File: src/inc/audio_serial_pkg.sv
package audio_serial_pkg;
    // register byte offsets
    localparam int ADDR_W = 8;
    localparam logic [ADDR_W-1:0] CTRL_OFFSET = 8'h00;
    localparam logic [ADDR_W-1:0] STATUS_OFFSET = 8'h04;
    localparam logic [ADDR_W-1:0] DIVIDER_OFFSET = 8'h30;
    localparam logic [ADDR_W-1:0] DATA_PORT_OFFSET = 8'h34;

    // reset values
    localparam logic [3:0] DIVIDER_RESET = 4'h3;
    localparam logic [19:0] CTRL_RESET = 20'h00000;

    // control field positions
    localparam int ENABLE_POS = 0;
    localparam int MODE_LSB = 1;
    localparam int WORD_LEN_LSB = 3;
    localparam int OUT_SIZE_LSB = 6;
    localparam int IN_SIZE_LSB = 9;
    localparam int XMIT_SLOT_LSB = 12;
    localparam int RECV_SLOT_LSB = 16;

    // frame geometry
    localparam logic [4:0] TAG_LAST_BIT = 5'h0F;
    localparam logic [4:0] AC_SLOT_LAST_BIT = 5'h13;
    localparam logic [4:0] WORD_LAST_BIT = 5'h1F;
    localparam logic [4:0] WORD_DATA_LAST = 5'h17;
    localparam logic [3:0] AC_LAST_SLOT = 4'hC;
    localparam logic [3:0] STEREO_LAST_SLOT = 4'h1;

    typedef enum logic [1:0] {
        MODE_ACLINK = 2'h0,
        MODE_I2S = 2'h1,
        MODE_MSBJ = 2'h2
    } link_mode_t;

    typedef enum logic [2:0] {
        SIZE_8 = 3'h0,
        SIZE_16 = 3'h1,
        SIZE_18 = 3'h2,
        SIZE_20 = 3'h3,
        SIZE_24 = 3'h4
    } sample_size_t;

    typedef struct packed {
        logic [ADDR_W-1:0] addr;
        logic [31:0] wdata;
        logic wr;
        logic rd;
    } reg_req_t;

    typedef struct packed {
        logic bitClk;
        logic frameSync;
        logic serialOut;
    } serial_pins_t;

    // number of valid bits for a size code; unknown codes fall back to 16
    function automatic logic [4:0] sample_bits(input logic [2:0] code);
        case (code)
            SIZE_8: sample_bits = 5'h08;
            SIZE_18: sample_bits = 5'h12;
            SIZE_20: sample_bits = 5'h14;
            SIZE_24: sample_bits = 5'h18;
            default: sample_bits = 5'h10;
        endcase
    endfunction
endpackage

File: src/verilog/sample_fifo.sv
`timescale 1ns/1ps
module sample_fifo #(
    parameter int WIDTH = 24,
    parameter int DEPTH = 16
) (
    input wire logic sys_clk,
    input wire logic rst,
    input wire logic pushValid,
    output logic pushReady,
    input wire logic [WIDTH-1:0] pushData,
    output logic popValid,
    input wire logic popReady,
    output logic [WIDTH-1:0] popData,
    output logic [$clog2(DEPTH):0] level
);
    localparam int PTR_W = $clog2(DEPTH);
    localparam logic [PTR_W:0] FULL_LEVEL = (PTR_W+1)'(DEPTH);

    logic [WIDTH-1:0] mem_q [DEPTH];
    logic [PTR_W-1:0] wrPtr_q;
    logic [PTR_W-1:0] rdPtr_q;
    logic [PTR_W:0] level_q;
    wire doPush = pushValid && pushReady;
    wire doPop = popValid && popReady;

    // honest flags straight from the level count
    assign pushReady = level_q != FULL_LEVEL;
    assign popValid = level_q != '0;
    assign popData = mem_q[rdPtr_q];
    assign level = level_q;

    always_ff @(posedge sys_clk or posedge rst) begin
        if (rst) begin
            wrPtr_q <= '0;
            rdPtr_q <= '0;
            level_q <= '0;
        end else begin
            if (doPush) wrPtr_q <= (wrPtr_q == PTR_W'(DEPTH - 1)) ? '0 : wrPtr_q + 1'b1;
            if (doPop) rdPtr_q <= (rdPtr_q == PTR_W'(DEPTH - 1)) ? '0 : rdPtr_q + 1'b1;
            level_q <= level_q + (PTR_W+1)'(doPush) - (PTR_W+1)'(doPop);
        end
    end

    // storage has no reset; contents are only read behind popValid
    always_ff @(posedge sys_clk) begin
        if (doPush) mem_q[wrPtr_q] <= pushData;
    end
endmodule

File: src/verilog/serial_audio_clock_fifo_port.sv
`timescale 1ns/1ps
module serial_audio_clock_fifo_port #(
    parameter int FIFO_DEPTH = 16
) (
    input wire logic sys_clk,
    input wire logic rst,
    input wire audio_serial_pkg::reg_req_t busReq,
    output logic [31:0] readData,
    output audio_serial_pkg::serial_pins_t pins,
    input wire logic serialIn
);
    localparam int LVL_W = $clog2(FIFO_DEPTH) + 1;

    logic [19:0] ctrl_q;
    logic [3:0] divider_q;
    logic [31:0] readData_q;
    logic [3:0] divCnt_q;
    logic bitClk_q;
    logic started_q;
    logic [3:0] slot_q;
    logic [4:0] bit_q;
    logic [31:0] txShift_q;
    logic [31:0] rxShift_q;
    logic serOut_q;
    logic sync_q;
    logic rxPush_q;
    logic [23:0] rxSample_q;

    // control fields
    wire enable = ctrl_q[audio_serial_pkg::ENABLE_POS];
    wire audio_serial_pkg::link_mode_t mode = audio_serial_pkg::link_mode_t'(ctrl_q[audio_serial_pkg::MODE_LSB +: 2]);
    wire [2:0] wordLength = ctrl_q[audio_serial_pkg::WORD_LEN_LSB +: 3];
    wire [2:0] outSize = ctrl_q[audio_serial_pkg::OUT_SIZE_LSB +: 3];
    wire [2:0] inSize = ctrl_q[audio_serial_pkg::IN_SIZE_LSB +: 3];
    wire [3:0] xmitSlot = ctrl_q[audio_serial_pkg::XMIT_SLOT_LSB +: 4];
    wire [3:0] recvSlot = ctrl_q[audio_serial_pkg::RECV_SLOT_LSB +: 4];
    wire acLink = mode == audio_serial_pkg::MODE_ACLINK;

    // sample width per direction
    wire [4:0] txBits = audio_serial_pkg::sample_bits(acLink ? outSize : wordLength);
    wire [4:0] rxBits = audio_serial_pkg::sample_bits(acLink ? inSize : wordLength);

    // register bus decode
    wire wrCtrl = busReq.wr && busReq.addr == audio_serial_pkg::CTRL_OFFSET;
    wire wrDivider = busReq.wr && busReq.addr == audio_serial_pkg::DIVIDER_OFFSET;
    wire wrData = busReq.wr && busReq.addr == audio_serial_pkg::DATA_PORT_OFFSET;
    wire rdData = busReq.rd && busReq.addr == audio_serial_pkg::DATA_PORT_OFFSET;

    // fifo wiring
    logic txReady;
    logic txValid;
    logic [23:0] txData;
    logic [LVL_W-1:0] txLevel;
    logic rxReady;
    logic rxValid;
    logic [23:0] rxData;
    logic [LVL_W-1:0] rxLevel;

    // divider: last count of each half period is (ratio minus one) shifted down, ratio always even
    wire [3:0] halfLast = {1'b0, divider_q[3:1]};
    wire tick = enable && divCnt_q == halfLast;
    wire fallPulse = tick && bitClk_q;
    wire risePulse = tick && !bitClk_q;

    // position of the last bit of the current slot: tag, other AC-link slot or stereo word
    function automatic logic [4:0] slot_last_bit(input logic ac, input logic [3:0] slot);
        if (!ac) begin
            slot_last_bit = audio_serial_pkg::WORD_LAST_BIT;
        end else if (slot == 4'h0) begin
            slot_last_bit = audio_serial_pkg::TAG_LAST_BIT;
        end else begin
            slot_last_bit = audio_serial_pkg::AC_SLOT_LAST_BIT;
        end
    endfunction

    wire [4:0] curLast = slot_last_bit(acLink, slot_q);
    wire [3:0] lastSlot = acLink ? audio_serial_pkg::AC_LAST_SLOT : audio_serial_pkg::STEREO_LAST_SLOT;
    wire slotEnd = bit_q == curLast;
    wire [4:0] advBit = (!started_q || slotEnd) ? 5'h00 : bit_q + 5'h01;
    wire [3:0] advSlot = !started_q ? 4'h0 : !slotEnd ? slot_q : (slot_q == lastSlot) ? 4'h0 : slot_q + 4'h1;

    // slot carries a sample: both phases in stereo modes, chosen pair in AC-link
    wire txSlotHit = !acLink || advSlot == xmitSlot || advSlot == xmitSlot + 4'h1;
    wire rxSlotHit = !acLink || slot_q == recvSlot || slot_q == recvSlot + 4'h1;
    wire txLoad = fallPulse && advBit == 5'h00 && txSlotHit;

    // left-align the sample in a 32-bit word; an AC-link slot uses its top 20 bits
    wire [4:0] txShiftAmt = 5'h18 - txBits;
    wire [31:0] txAligned = {txData, 8'h00} << txShiftAmt;
    wire [31:0] loadWord = (txLoad && txValid) ? txAligned : 32'h00000000;

    // frame sync for the bit about to be driven
    logic nextSync;
    always_comb begin
        case (mode)
            audio_serial_pkg::MODE_I2S: nextSync = (advSlot == 4'h0) ? advBit == 5'h1F : advBit != 5'h1F;
            audio_serial_pkg::MODE_MSBJ: nextSync = advSlot == 4'h0;
            default: nextSync = advSlot == 4'h0;
        endcase
    end

    // receive word, always left-aligned; AC-link gets zeros under its 20 bits
    wire [31:0] rxWord = acLink ? {rxShift_q[18:0], serialIn, 12'h000} : {rxShift_q[30:0], serialIn};
    wire [4:0] rxShiftAmt = 5'h18 - rxBits;
    wire [23:0] rxExtract = rxWord[31:8] >> rxShiftAmt;

    // register read mux; reserved bits read as zero
    logic [31:0] readMux;
    always_comb begin
        if (busReq.addr == audio_serial_pkg::CTRL_OFFSET) begin
            readMux = {12'h000, ctrl_q};
        end else if (busReq.addr == audio_serial_pkg::STATUS_OFFSET) begin
            readMux = 32'h00000000;
            readMux[7:0] = 8'(txLevel);
            readMux[15:8] = 8'(rxLevel);
            readMux[16] = !txReady;
            readMux[17] = rxValid;
            readMux[18] = started_q;
        end else if (busReq.addr == audio_serial_pkg::DIVIDER_OFFSET) begin
            readMux = {28'h0000000, divider_q};
        end else if (busReq.addr == audio_serial_pkg::DATA_PORT_OFFSET) begin
            readMux = {8'h00, rxValid ? rxData : 24'h000000};
        end else begin
            readMux = 32'h00000000;
        end
    end

    sample_fifo #(.WIDTH(24), .DEPTH(FIFO_DEPTH)) txFifo (
        .sys_clk(sys_clk),
        .rst(rst),
        .pushValid(wrData),
        .pushReady(txReady),
        .pushData(busReq.wdata[23:0]),
        .popValid(txValid),
        .popReady(txLoad),
        .popData(txData),
        .level(txLevel)
    );

    sample_fifo #(.WIDTH(24), .DEPTH(FIFO_DEPTH)) rxFifo (
        .sys_clk(sys_clk),
        .rst(rst),
        .pushValid(rxPush_q),
        .pushReady(rxReady),
        .pushData(rxSample_q),
        .popValid(rxValid),
        .popReady(rdData),
        .popData(rxData),
        .level(rxLevel)
    );

    // registers; writes to reserved bits simply go nowhere
    always_ff @(posedge sys_clk or posedge rst) begin
        if (rst) begin
            ctrl_q <= audio_serial_pkg::CTRL_RESET;
            divider_q <= audio_serial_pkg::DIVIDER_RESET;
            readData_q <= 32'h00000000;
        end else begin
            if (wrCtrl) ctrl_q <= busReq.wdata[19:0];
            if (wrDivider) divider_q <= {busReq.wdata[3:1], 1'b1};
            readData_q <= busReq.rd ? readMux : 32'h00000000;
        end
    end

    // bit clock generator, idles high so the first edge is a fall
    always_ff @(posedge sys_clk or posedge rst) begin
        if (rst) begin
            divCnt_q <= 4'h0;
            bitClk_q <= 1'b1;
        end else if (!enable) begin
            divCnt_q <= 4'h0;
            bitClk_q <= 1'b1;
        end else begin
            divCnt_q <= tick ? 4'h0 : divCnt_q + 4'h1;
            bitClk_q <= tick ? !bitClk_q : bitClk_q;
        end
    end

    // frame counters and transmit side, moved only on falling bit clock
    always_ff @(posedge sys_clk or posedge rst) begin
        if (rst) begin
            started_q <= 1'b0;
            slot_q <= 4'h0;
            bit_q <= 5'h00;
            txShift_q <= 32'h00000000;
            serOut_q <= 1'b0;
            sync_q <= 1'b0;
        end else if (!enable) begin
            started_q <= 1'b0;
            serOut_q <= 1'b0;
            sync_q <= 1'b0;
        end else if (fallPulse) begin
            started_q <= 1'b1;
            slot_q <= advSlot;
            bit_q <= advBit;
            sync_q <= nextSync;
            serOut_q <= (advBit == 5'h00) ? loadWord[31] : txShift_q[31];
            txShift_q <= (advBit == 5'h00) ? {loadWord[30:0], 1'b0} : {txShift_q[30:0], 1'b0};
        end
    end

    // receive side samples on rising bit clock; overrun drops the sample
    always_ff @(posedge sys_clk or posedge rst) begin
        if (rst) begin
            rxShift_q <= 32'h00000000;
            rxPush_q <= 1'b0;
            rxSample_q <= 24'h000000;
        end else begin
            rxPush_q <= risePulse && started_q && slotEnd && rxSlotHit && rxReady;
            if (risePulse && started_q) begin
                rxShift_q <= {rxShift_q[30:0], serialIn};
                rxSample_q <= rxExtract;
            end
        end
    end

    assign readData = readData_q;
    assign pins = '{bitClk: bitClk_q, frameSync: sync_q, serialOut: serOut_q};
endmodule

File: config.mk
export PLATFORM = sky130hd
export DESIGN_NAME = serial_audio_clock_fifo_port
export DESIGN_NICKNAME = d
export VERILOG_FILES = /design/src/inc/audio_serial_pkg.sv /design/src/verilog/sample_fifo.sv /design/src/verilog/serial_audio_clock_fifo_port.sv
export SDC_FILE = /design/constraint.sdc
export NUM_CORES = 1
export LEC_CHECK = 0
export BUFFER_PORTS_ARGS = -buffer_cell sky130_fd_sc_hd__buf_2
export CORE_MARGIN = 2
export CORE_UTILIZATION = 40
export DETAILED_ROUTE_END_ITERATION = 10
export PLACE_DENSITY_LB_ADDON = 0.3
export SETUP_SLACK_MARGIN = 0.5
export SYNTH_ARGS = -nofsm -noshare
export SYNTH_HDL_FRONTEND = slang
export SYNTH_HIERARCHICAL = 1
export SYNTH_SLANG_ARGS = --single-unit
File: constraint.sdc
create_clock -name sys_clk -period 5.49 [get_ports sys_clk]
set_input_delay 0.549 -clock sys_clk [delete_from_list [all_inputs] [get_ports sys_clk]]
set_output_delay 0.549 -clock sys_clk [all_outputs]
set_load 0.01 [all_outputs]
### Word level (Yosys, flattened, before mapping)

Memories as Yosys holds them, arrays and structs flattened.
Index checks and enable logic that the tools add are counted.

| storage, ports and cells | value |
|---|---|
| flip-flop bits (word level) | 186 |
| RAM bits | 768 |
| bits of input ports | 45 |
| output and inout bits | 35 |
| logic and storage cells | 143 |
| memories | 2 |

| cells by class | value |
|---|---|
| $add $sub $neg | 15 |
| equality and inequality tests | 27 |
| shift operators | 2 |
| mux-type cells | 41 |
| reductions and logical operators | 36 |

Memories:

| memory | depth | bits a word | read ports | clocked after memory_dff | write ports | RTL line | RTL |
|---|---|---|---|---|---|---|---|
| rxFifo.mem_q | 16 | 24 | 1 | 0 | 1 | sample_fifo.sv:19 | `logic [WIDTH-1:0] mem_q [DEPTH];` |
| txFifo.mem_q | 16 | 24 | 1 | 0 | 1 | sample_fifo.sv:19 |  |

Operators by type and width:

| kind | number |
|---|---|
| $mux 32 | 4 |
| $mux 24 | 5 |
| $mux 4 | 10 |
| $pmux 5 s4 | 2 |
| $add 4x1->4 const B | 8 |
| $shl 32x5->32 | 1 |
| $shr 24x5->24 | 1 |
| $eq 4x4->1 | 5 |
| $logic_and 1x1->1 | 17 |
| $eq 4x4->1 const B | 4 |
| $eq 8x6->1 const B | 2 |
| $mux 1 | 15 |
| $mux 5 | 3 |
| $ne 5x5->1 const B | 3 |
| $eq 3x2->1 const B | 4 |
| $add 5x1->5 | 2 |
| $reduce_bool 5->1 | 2 |
| $sub 5x1->5 | 2 |
| $sub 5x5->5 const A | 2 |
| $eq 8x3->1 const B | 1 |
| $logic_not 4->1 | 2 |
| $logic_not 8->1 | 1 |
| $eq 3x3->1 const B | 2 |
| $logic_not 3->1 | 2 |
| other kinds (12) | 21 |

### Logic depth before layout (Yosys ltp)

Gate-level depths: netlist of run 1.

| depth | value |
|---|---|
| word-level depth | 15 |
| mapped depth | 25 |
| depth with buffers taken out | 22 |

### Cells and area by module

Netlist of run 1, hierarchy kept.

Modules (own cells, without submodules):

| module | instances | cells an instance | area an instance (sq um) | seq. area each (sq um) |
|---|---|---|---|---|
| sample_fifo | 2 | 791 | 15549.9 | 11856.4 |
| serial_audio_clock_fifo_port | 1 | 963 | 8398.1 | 3580.9 |

### Worst setup path after synthesis of run 1

OpenSTA, ideal clock, no wires.

| timing path | value |
|---|---|
| path type | reg-to-reg |
| start | register slot_q[1] |
| end | register txFifo.level_q[4], in the netlist txFifo/level[4] |
| library setup time | 0.080 ns |
| arrival time | 4.107 ns |
| required time | 5.410 ns |
| setup slack | 1.303 ns |
| cell stages (with the launch flop) | 25 |
| buffers on the path | 3 |
| period minus slack after synthesis | 4.187 ns |
| path through | dfrtp_1 -> buf_2 -> inv_1 -> ha_1 -> nor4b_2 -> a41oi_1 -> a21o_1 -> buf_4 -> nand2_1 -> nor2_1 -> o32ai_2 -> a41oi_2 -> buf_6 -> nor2_1 -> nand2_1 -> inv_2 -> ha_1 -> inv_1 -> ha_1 -> inv_1 -> fa_1 -> inv_1 -> a21oi_1 -> o21bai_1 -> xnor2_1 |

| on the way | value |
|---|---|
| longest elaborated chain between the ends | 12 |
| elaborated cells between the ends (all ways) | 20 |
| classes of those cells | add/sub (2); eq/ne (4); mux (6); reduce/logical (8) |

Ends and longest elaborated chain:

| element | RTL line | RTL |
|---|---|---|
| start, declared | serial_audio_clock_fifo_port.sv:20 | `logic [3:0] slot_q;` |
| start signal, assigned | serial_audio_clock_fifo_port.sv:194 | `slot_q <= advSlot;` |
| $logic_not 4->1 | serial_audio_clock_fifo_port.sv:69 | `end else if (slot == 4'h0) begin` |
| $mux 5 | serial_audio_clock_fifo_port.sv:69 |  |
| $mux 5 | serial_audio_clock_fifo_port.sv:67 | `if (!ac) begin` |
| $eq 5x5->1 | serial_audio_clock_fifo_port.sv:78 | `wire slotEnd = bit_q == curLast;` |
| $mux 4 (2 in a row) | serial_audio_clock_fifo_port.sv:80 | `wire [3:0] advSlot = !started_q ? 4'h0 : !slotEnd ? slot_q : (slot_q == lastSlot) ? 4'h0 : slot_q + 4'h1;` |
| $eq 4x4->1 | serial_audio_clock_fifo_port.sv:83 | `wire txSlotHit = !acLink \|\| advSlot == xmitSlot \|\| advSlot == xmitSlot + 4'h1;` |
| $logic_or 1x1->1 (2 in a row) | serial_audio_clock_fifo_port.sv:83 |  |
| $logic_and 1x1->1 (*) | serial_audio_clock_fifo_port.sv:85 | `wire txLoad = fallPulse && advBit == 5'h00 && txSlotHit;` |
| named net txLoad | serial_audio_clock_fifo_port.sv:85 |  |
| $logic_and 1x1->1 (*) | sample_fifo.sv:24 | `wire doPop = popValid && popReady;` |
| named net txFifo.doPop | sample_fifo.sv:24 |  |
| $sub 5x1->5 (*) | sample_fifo.sv:40 | `level_q <= level_q + (PTR_W+1)'(doPush) - (PTR_W+1)'(doPop);` |
| end signal, assigned | sample_fifo.sv:40 |  |
| end, declared | sample_fifo.sv:22 | `logic [PTR_W:0] level_q;` |

The timed path passes the listed nets; every way through them passes the cells marked *.
A chain may end at the register's enable or synchronous reset.

### Worst setup path after layout of run 1

| timing path | value |
|---|---|
| start | register slot_q[0] |
| end | register txFifo.level_q[4], in the netlist txFifo/level[4] |

The elaborated chain is that of the path after synthesis.

==> impl_results.md, run 1 <==
* Number of global-route vias before repair at 22800
* Fmax at 0.220 GHz
* Clk_lat worst skew at 0.66 ns
* Row count at 115
* Number of hold violations in the final report at 0
* Slew Limit Fails at 0
* CTS buffer count at 92
* CP max FO at 24
* Top_reg_cell synth: edfxtp_1
* Largest delay contributor family on the critical path: compound AO/OA/AOI/OAI gates
* DRT Pass-1 Iters at 5
* Hold_buf cts at 0
* # diodes at 0
* Slew of the pin with the lowest slew margin at 1.23 ns
* Resize count post-CTS at 0
* Ordered list of cells on the worst path: inv_1 -> ha_1 -> nor4b_2 -> a41oi_1 -> a21o_2 -> nand2_1 -> nor2_1 -> buf_4 -> o32ai_2 -> a41oi_2 -> nor2_1 -> nand2_1 -> inv_2 -> ha_1 -> inv_1 -> ha_1 -> inv_1 -> fa_1 -> inv_1 -> a21oi_1 -> o21bai_1 -> xnor2_1
* Initial cell density of the core at 0.402
* R2R Setup Slk at 0.94 ns
* CTS root buffer: clkbuf_16
* Nets at 2678
* Pre-CTS setup slack at 0.791 ns
* Final HPWL from detailed placement at 59900 um
* Yosys warns at 6
* I/O Pins at 80
* Synth Register Bits at 937
* Most common cell after layout, fill and taps aside: edfxtp_1
* Vias per cell at 5.70
* Clock Power Share at 0.392
* Post-synthesis mux area share at 0.121
* Routed Wire Length at 98900 um
* I/O Buffers at 63
* GRT Overall Usage at 0.194
* Post-synth ARST share at 0.180
* Max_slew headroom at 0.177
* Post-DRT Antenna Nets at 0
* Antenna violations before repair at 1
* Reg2reg end: txFifo/level[4]
* Netlist cell types at 73
* Share of cells above drive strength 1 at 0.165
* Crit path buffers/inverters at 6
* DRC errors left at 0
* DR WL/cell at 24.9 um
* RSZ-0062 raised after global routing: false
* Max cap viols at 0
* Via count at 22600
* Compound-Gate Fraction of Synth Area at 0.0810
* Clock tree sinks at 937
* Critical path's largest stage delay at 0.58 ns
* Die Ht at 318 um
* Clock Pin Slew Worst Setup and Hold Paths at 0.06 ns
* Final Power at 16.1 mW
* Setup Crit Path Kind: reg2reg
* Simple-gate share of the synthesized area at 0.0611
* Full die area at 0.101 mm^2
* WP depth at 22
* Kind of end point of the critical path: flop
* Mean area per synthesized cell at 15.5 um^2
* Max Root-Sink Buffers at 3
* Crit path launch: slot_q[0]
* Worst min path class: in2async
* Die Wd at 318 um
* Largest family of logic cells by synthesized area: multiplexers
* Most frequent CP cell: inv_1
* Worst setup path endpoint: txFifo/level[4]
* Syn Inst Count at 2545
* First-pass GRT wire length at 147000 um
* Core area at 0.0981 mm^2
* Most frequent cells in the layout: 768 x edfxtp_1, 310 x nand2_1, 212 x mux2i_1
* Switching Share at 0.241
* FF-to-FF Start: slot_q[0]
* # setup viols final at 0
* Remaining Overflow, GRT at 0
* Critical Path Start Type: flop
* Net switching power at 3.89 mW
* Logic pwr share at 0.116
* Sequential cell area fraction in the yosys report at 0.691
* Final WS setup at 0.943 ns
* CTS tree: built
* Detailed Route Iter0 Violations at 2286
* Largest net degree at the start of global routing at 97
* GPL Wtd Cong at 0.892
* Maximum VDD drop at 0.000227 V
* Postcts setup bufs at 0
* Fin area at 0.0442 mm^2
* Status: completed
* Post-Syn Area at 0.0395 mm^2
* PwrDens at 365 mW/mm^2
* Sequential Power Share at 0.492
* Internal at 12.2 mW
* Min Tclk post-route at 4.55 ns
* Max Clock Skew at 0.0375 ns
* Final core occ at 0.450
* H-tree depth at 3
* Post-synth EDFFs at 768
* Setup_tns at 0 ns
* Syn-to-layout area delta at 11.8%
* R2R depth at 22
* Tcrit/Tclk final at 0.828
* CP required at 6.06 ns
* Crit-path slowest cell: dfrtp_1
* Leak at 14.8 nW
* Dpl cell area at 0.0411 mm^2
* Crit path DAT at 5.11 ns
* Adder-Cell Fraction of Synth Area at 0.00988
* XOR/XNOR Fraction of Synth Area at 0.00687
[through the flow]
stage	std cells	hold slack (ns)
after floorplan	2552	0.426
after global placement	3796	0.458
after detailed placement	3796	0.470
after CTS	3968	0.0194
after global routing	3968	0.0703
final	3968	0.0416
[synthesized netlist by cell type (28+ instances only)]
library cell    n  area share
a221oi_1       53       0.012
inv_1          37      0.0035
o211ai_1       50      0.0095
o21ai_0        77      0.0098
ha_1           28      0.0089
nor2_1         37      0.0035
buf_4          33      0.0063
o21ai_1        45      0.0057
clkbuf_1       97      0.0092
mux2i_1       212       0.054
nand2_1       311       0.030
and2_1         34      0.0054
a22oi_1        61       0.012
nand3_1        39      0.0049
dfrtp_1       167        0.11
edfxtp_1      768        0.58
mux4_2        106       0.060
a21oi_1        74      0.0094
and3_1         42      0.0067
[kinds of logic (layout without fill, tap and decap cells)]
| family | after synthesis | count (layout) |
|---|---|---|
| flops | 937 | 937 |
| simple gates | 525 | 525 |
| compound gates | 463 | 463 |
| mux | 343 | 343 |
| buf+inv | 215 | 344 |
| xor+xnor | 31 | 31 |
| fa+ha+maj | 30 | 30 |
| other cells | 1 | 8 |
[power by group through the flow]
stage	registers (mW)	logic (mW)	clock network (mW)
finish	7.94	1.87	6.32
floorplan	7.93	1.61	0
global route	7.96	2.03	6.74
CTS	7.95	1.87	6.46
detailed placement	8.10	1.87	0
global placement	8.09	1.83	0
[metal layers]
layer,part of all wire,track usage,vias up
li1,-,-,9980
met1,0.45,0.284,11800
met2,0.46,0.296,748
met3,0.072,0.0380,129
met4,0.020,0.0497,2
met5,0.00013,0,-
[flip-flops by register name, indices dropped and copies added, names as in the netlist, 5 cells and up]
| name | flops |
|---|---|
| rxFifo/mem_q | 384 |
| txShift_q | 23 |
| txFifo/mem_q | 384 |
| bit_q | 5 |
| readData | 24 |
| rxSample_q | 24 |
| rxFifo/level | 5 |
| txFifo/level | 5 |
| rxShift_q | 31 |
| ctrl_q | 20 |
[worst min path at each step]
stage / cells after the start / start / endpoint
2_1_floorplan: 1 / rst / rxFifo/level[0]
3_3_place_gp: 2 / txShift_q[9] / txShift_q[9]
3_5_place_dp: 2 / txShift_q[9] / txShift_q[9]
4_1_cts: 2 / rst / rxFifo/level[3]
5_1_grt: 2 / rst / rxFifo/level[3]
6_report: 2 / rst / rxFifo/level[3]
[cell type report]
cell class / count / area (um^2)
multi-input combinational: 1400 / 11100
clock buffer: 127 / 2530
fill: 8518 / 54000
sequential: 937 / 27300
inverter: 39 / 151
tap: 1287 / 1610
timing repair buffer: 133 / 941
clock inverter: 45 / 499
[worst reg2reg max path, stage by stage, from the launching register on]
cell	delay, ns
dfrtp_1	0.58
inv_1	0.15
ha_1	0.24
nor4b_2	0.16
a41oi_1	0.34
a21o_2	0.36
nand2_1	0.17
nor2_1	0.17
buf_4	0.25
o32ai_2	0.13
a41oi_2	0.24
nor2_1	0.07
nand2_1	0.10
inv_2	0.09
ha_1	0.28
inv_1	0.06
ha_1	0.16
inv_1	0.06
fa_1	0.43
inv_1	0.07
a21oi_1	0.06
o21bai_1	0.17
xnor2_1	0.14
(Power assumes the default switching activity.)
==> run 2: changes to the inputs <==
clock period = 3.9 ns   (was 5.49 ns; I/O delays follow)
==> impl_results.md, run 2 (synthesis results as in run 1) <==
* Max Root-Sink Buffers at 3 (unchanged)
* Logic pwr share at 0.131 (was 0.116)
* I/O Buffers at 63 (unchanged)
* Number of global-route vias before repair at 23100 (was 22800)
* Hold worst-path end: txFifo/mem_q[4][23]
* Final core occ at 0.459 (was 0.450)
* Remaining Overflow, GRT at 0 (unchanged)
* CTS tree: built (unchanged)
* GRT Overall Usage at 0.198 (was 0.194)
* Clk_lat worst skew at 0.67 ns (was 0.66 ns)
* Slew of the pin with the lowest slew margin at 0.953 ns (was 1.23 ns)
* Hold Slack at 0.112 ns (was 0.0416 ns)
* GPL Wtd Cong at 0.853 (was 0.892)
* CTS buffer count at 96 (was 92)
* I/O Pins at 80 (unchanged)
* Nets at 2755 (was 2678)
* Number of hold violations in the final report at 0 (unchanged)
* R2R depth at 22 (unchanged)
* First-pass GRT wire length at 151000 um (was 147000 um)
* Vias per cell at 5.69 (was 5.70)
* PwrDens at 509 mW/mm^2 (was 365 mW/mm^2)
* # setup viols final at 0 (unchanged)
* CTS root buffer: clkbuf_16 (unchanged)
* CP required at 4.48 ns (was 6.06 ns)
* Detailed Route Iter0 Violations at 2452 (was 2286)
* Core area at 0.0981 mm^2 (unchanged)
* Slew Limit Fails at 0 (unchanged)
* Sequential Power Share at 0.484 (was 0.492)
* Critical Path Start Type: flop (unchanged)
* Max Clock Skew at 0.0271 ns (was 0.0375 ns)
* Crit path launch: slot_q[0] (unchanged)
* Full die area at 0.101 mm^2 (unchanged)
* DRC errors left at 0 (unchanged)
* Tcrit/Tclk final at 0.951 (was 0.828)
* FF-to-FF Start: slot_q[0] (unchanged)
* Worst min path class: in2reg (was in2async)
* H-tree depth at 3 (unchanged)
* Crit path DAT at 4.29 ns (was 5.11 ns)
* Initial cell density of the core at 0.402 (unchanged)
* Internal at 17.3 mW (was 12.2 mW)
* Post-DRT Antenna Nets at 0 (unchanged)
* Antenna violations before repair at 5 (was 1)
* Max_slew headroom at 0.365 (was 0.177)
* Switching Share at 0.247 (was 0.241)
* Max cap viols at 0 (unchanged)
* Top Registers: rxFifo/mem_q: 384 flops, txFifo/mem_q: 384 flops, rxShift_q: 31 flops (unchanged)
* DR WL/cell at 24.8 um (was 24.9 um)
* Syn-to-layout area delta at 13.9% (was 11.8%)
* Largest net degree at the start of global routing at 132 (was 97)
* Maximum VDD drop at 0.000330 V (was 0.000227 V)
* R2R Setup Slk at 0.19 ns (was 0.94 ns)
* Most frequent cells in the layout: 768 x edfxtp_1, 306 x nand2_1, 212 x mux2i_1 (was 768 x edfxtp_1, 310 x nand2_1, 212 x mux2i_1)
* Hold Path Origin: busReq[25]
* Status: completed (unchanged)
* Most common cell after layout, fill and taps aside: edfxtp_1 (unchanged)
* Leak at 15.1 nW (was 14.8 nW)
* Fin area at 0.0450 mm^2 (was 0.0442 mm^2)
* Clock Power Share at 0.385 (was 0.392)
* Die Ht at 318 um (unchanged)
* Clock tree sinks at 937 (unchanged)
* Clock Pin Slew Worst Setup and Hold Paths at 0.06 ns (about the same)
* DRT Pass-1 Iters at 5 (unchanged)
* Dpl cell area at 0.0416 mm^2 (was 0.0411 mm^2)
* Fmax at 0.270 GHz (was 0.220 GHz)
* Final HPWL from detailed placement at 61100 um (was 59900 um)
* Row count at 115 (unchanged)
* Net switching power at 5.66 mW (was 3.89 mW)
* Via count at 23000 (was 22600)
* CP max FO at 6 (was 24)
* Reg2reg end: txFifo/level[4] (unchanged)
* Share of cells above drive strength 1 at 0.196 (was 0.165)
* Routed Wire Length at 100000 um (was 98900 um)
* Setup Crit Path Kind: reg2reg (unchanged)
* Kind of end point of the critical path: flop (unchanged)
* RSZ-0062 raised after global routing: true (was false)
* Die Wd at 318 um (unchanged)
* Hold Crit Depth at 1
* Min Tclk post-route at 3.71 ns (was 4.55 ns)
[run 2: cell count changes in the layout (fill, tap and decap cells not counted), sizes merged]
| cell | change |
|---|---|
| dlygate4sd3 | +2 |
| clkinvlp | +2 |
| a21o | +1 |
| clkinv | -1 |
| bufinv | -4 |
| inv | -2 |
| diode | +1 |
| clkbuf | +12 |
| buf | +70 |
[run 2: metal layers]
| metal | GRT usage | wire, um | vias up |
|---|---|---|---|
| li1 | - | - | 10100 |
| met1 | 0.284 | 45100 | 12000 |
| met2 | 0.313 | 46600 | 757 |
| met3 | 0.0310 | 6340 | 174 |
| met4 | 0.0595 | 2450 | 2 |
| met5 | 0 | 12 | - |
[run 2: through the flow]
stage	std cells	setup TNS (ns)	power (mW)	worst slack, ns
2_1_floorplan	2552	0	13.4	0.00438
3_3_place_gp	3841	-0.00196	14.1	-0.00196
3_5_place_dp	3841	-0.0752	14.2	-0.0752
4_1_cts	4041	0	23.1	0.165
5_1_grt	4049	-0.0630	23.8	-0.0630
6_report	4049	0	22.9	0.192
[run 2: power groups by stage]
stage / Clock (mW) / Combinational (mW) / Sequential (mW)
after floorplan: 0 / 2.27 / 11.2
after global placement: 0 / 2.82 / 11.3
after detailed placement: 0 / 2.89 / 11.3
after CTS: 9.02 / 2.92 / 11.1
after global routing: 9.41 / 3.26 / 11.1
final: 8.82 / 3.00 / 11.1
[run 2: worst max-delay path by stage]
stage	to
after global placement	txFifo/level[4]
after detailed placement	txFifo/level[4]
after CTS	txFifo/level[4]
after floorplan	txFifo/level[4]
after global routing	txFifo/level[4]
final	txFifo/level[4]
[run 2: area by class of cell]
type                       instances  area, um^2
antenna                            1        2.50
clock buffer                     139        2650
clock inverter                    40         367
fill                            8454       53100
inverter                          39         158
multi-input combinational       1401       11300
sequential                       937       27300
tap                             1287        1610
timing repair buffer             205        1580
[run 2: timing repair]
item	CTS	global route
pin swaps	22	11
resized for setup	20	16
setup endpoints to repair	15	31
buffers inserted	18	7
gates cloned	1	0
endpoints found under the hold margin	39	0
hold buffers	2	0
[run 2: critical path: stages (launching register included)]
cell      delay, ns
dfrtp_1        0.42
inv_4          0.08
ha_4           0.12
nor4b_4        0.20
a41oi_2        0.18
a21o_4         0.29
o211a_1        0.26
o211ai_4       0.18
buf_6          0.13
xor2_2         0.15
a41oi_2        0.14
nor2_1         0.13
nand2_2        0.09
inv_2          0.09
ha_4           0.20
inv_4          0.05
ha_4           0.12
inv_2          0.04
fa_2           0.35
inv_2          0.06
a21oi_2        0.04
o21bai_1       0.17
xnor2_1        0.13
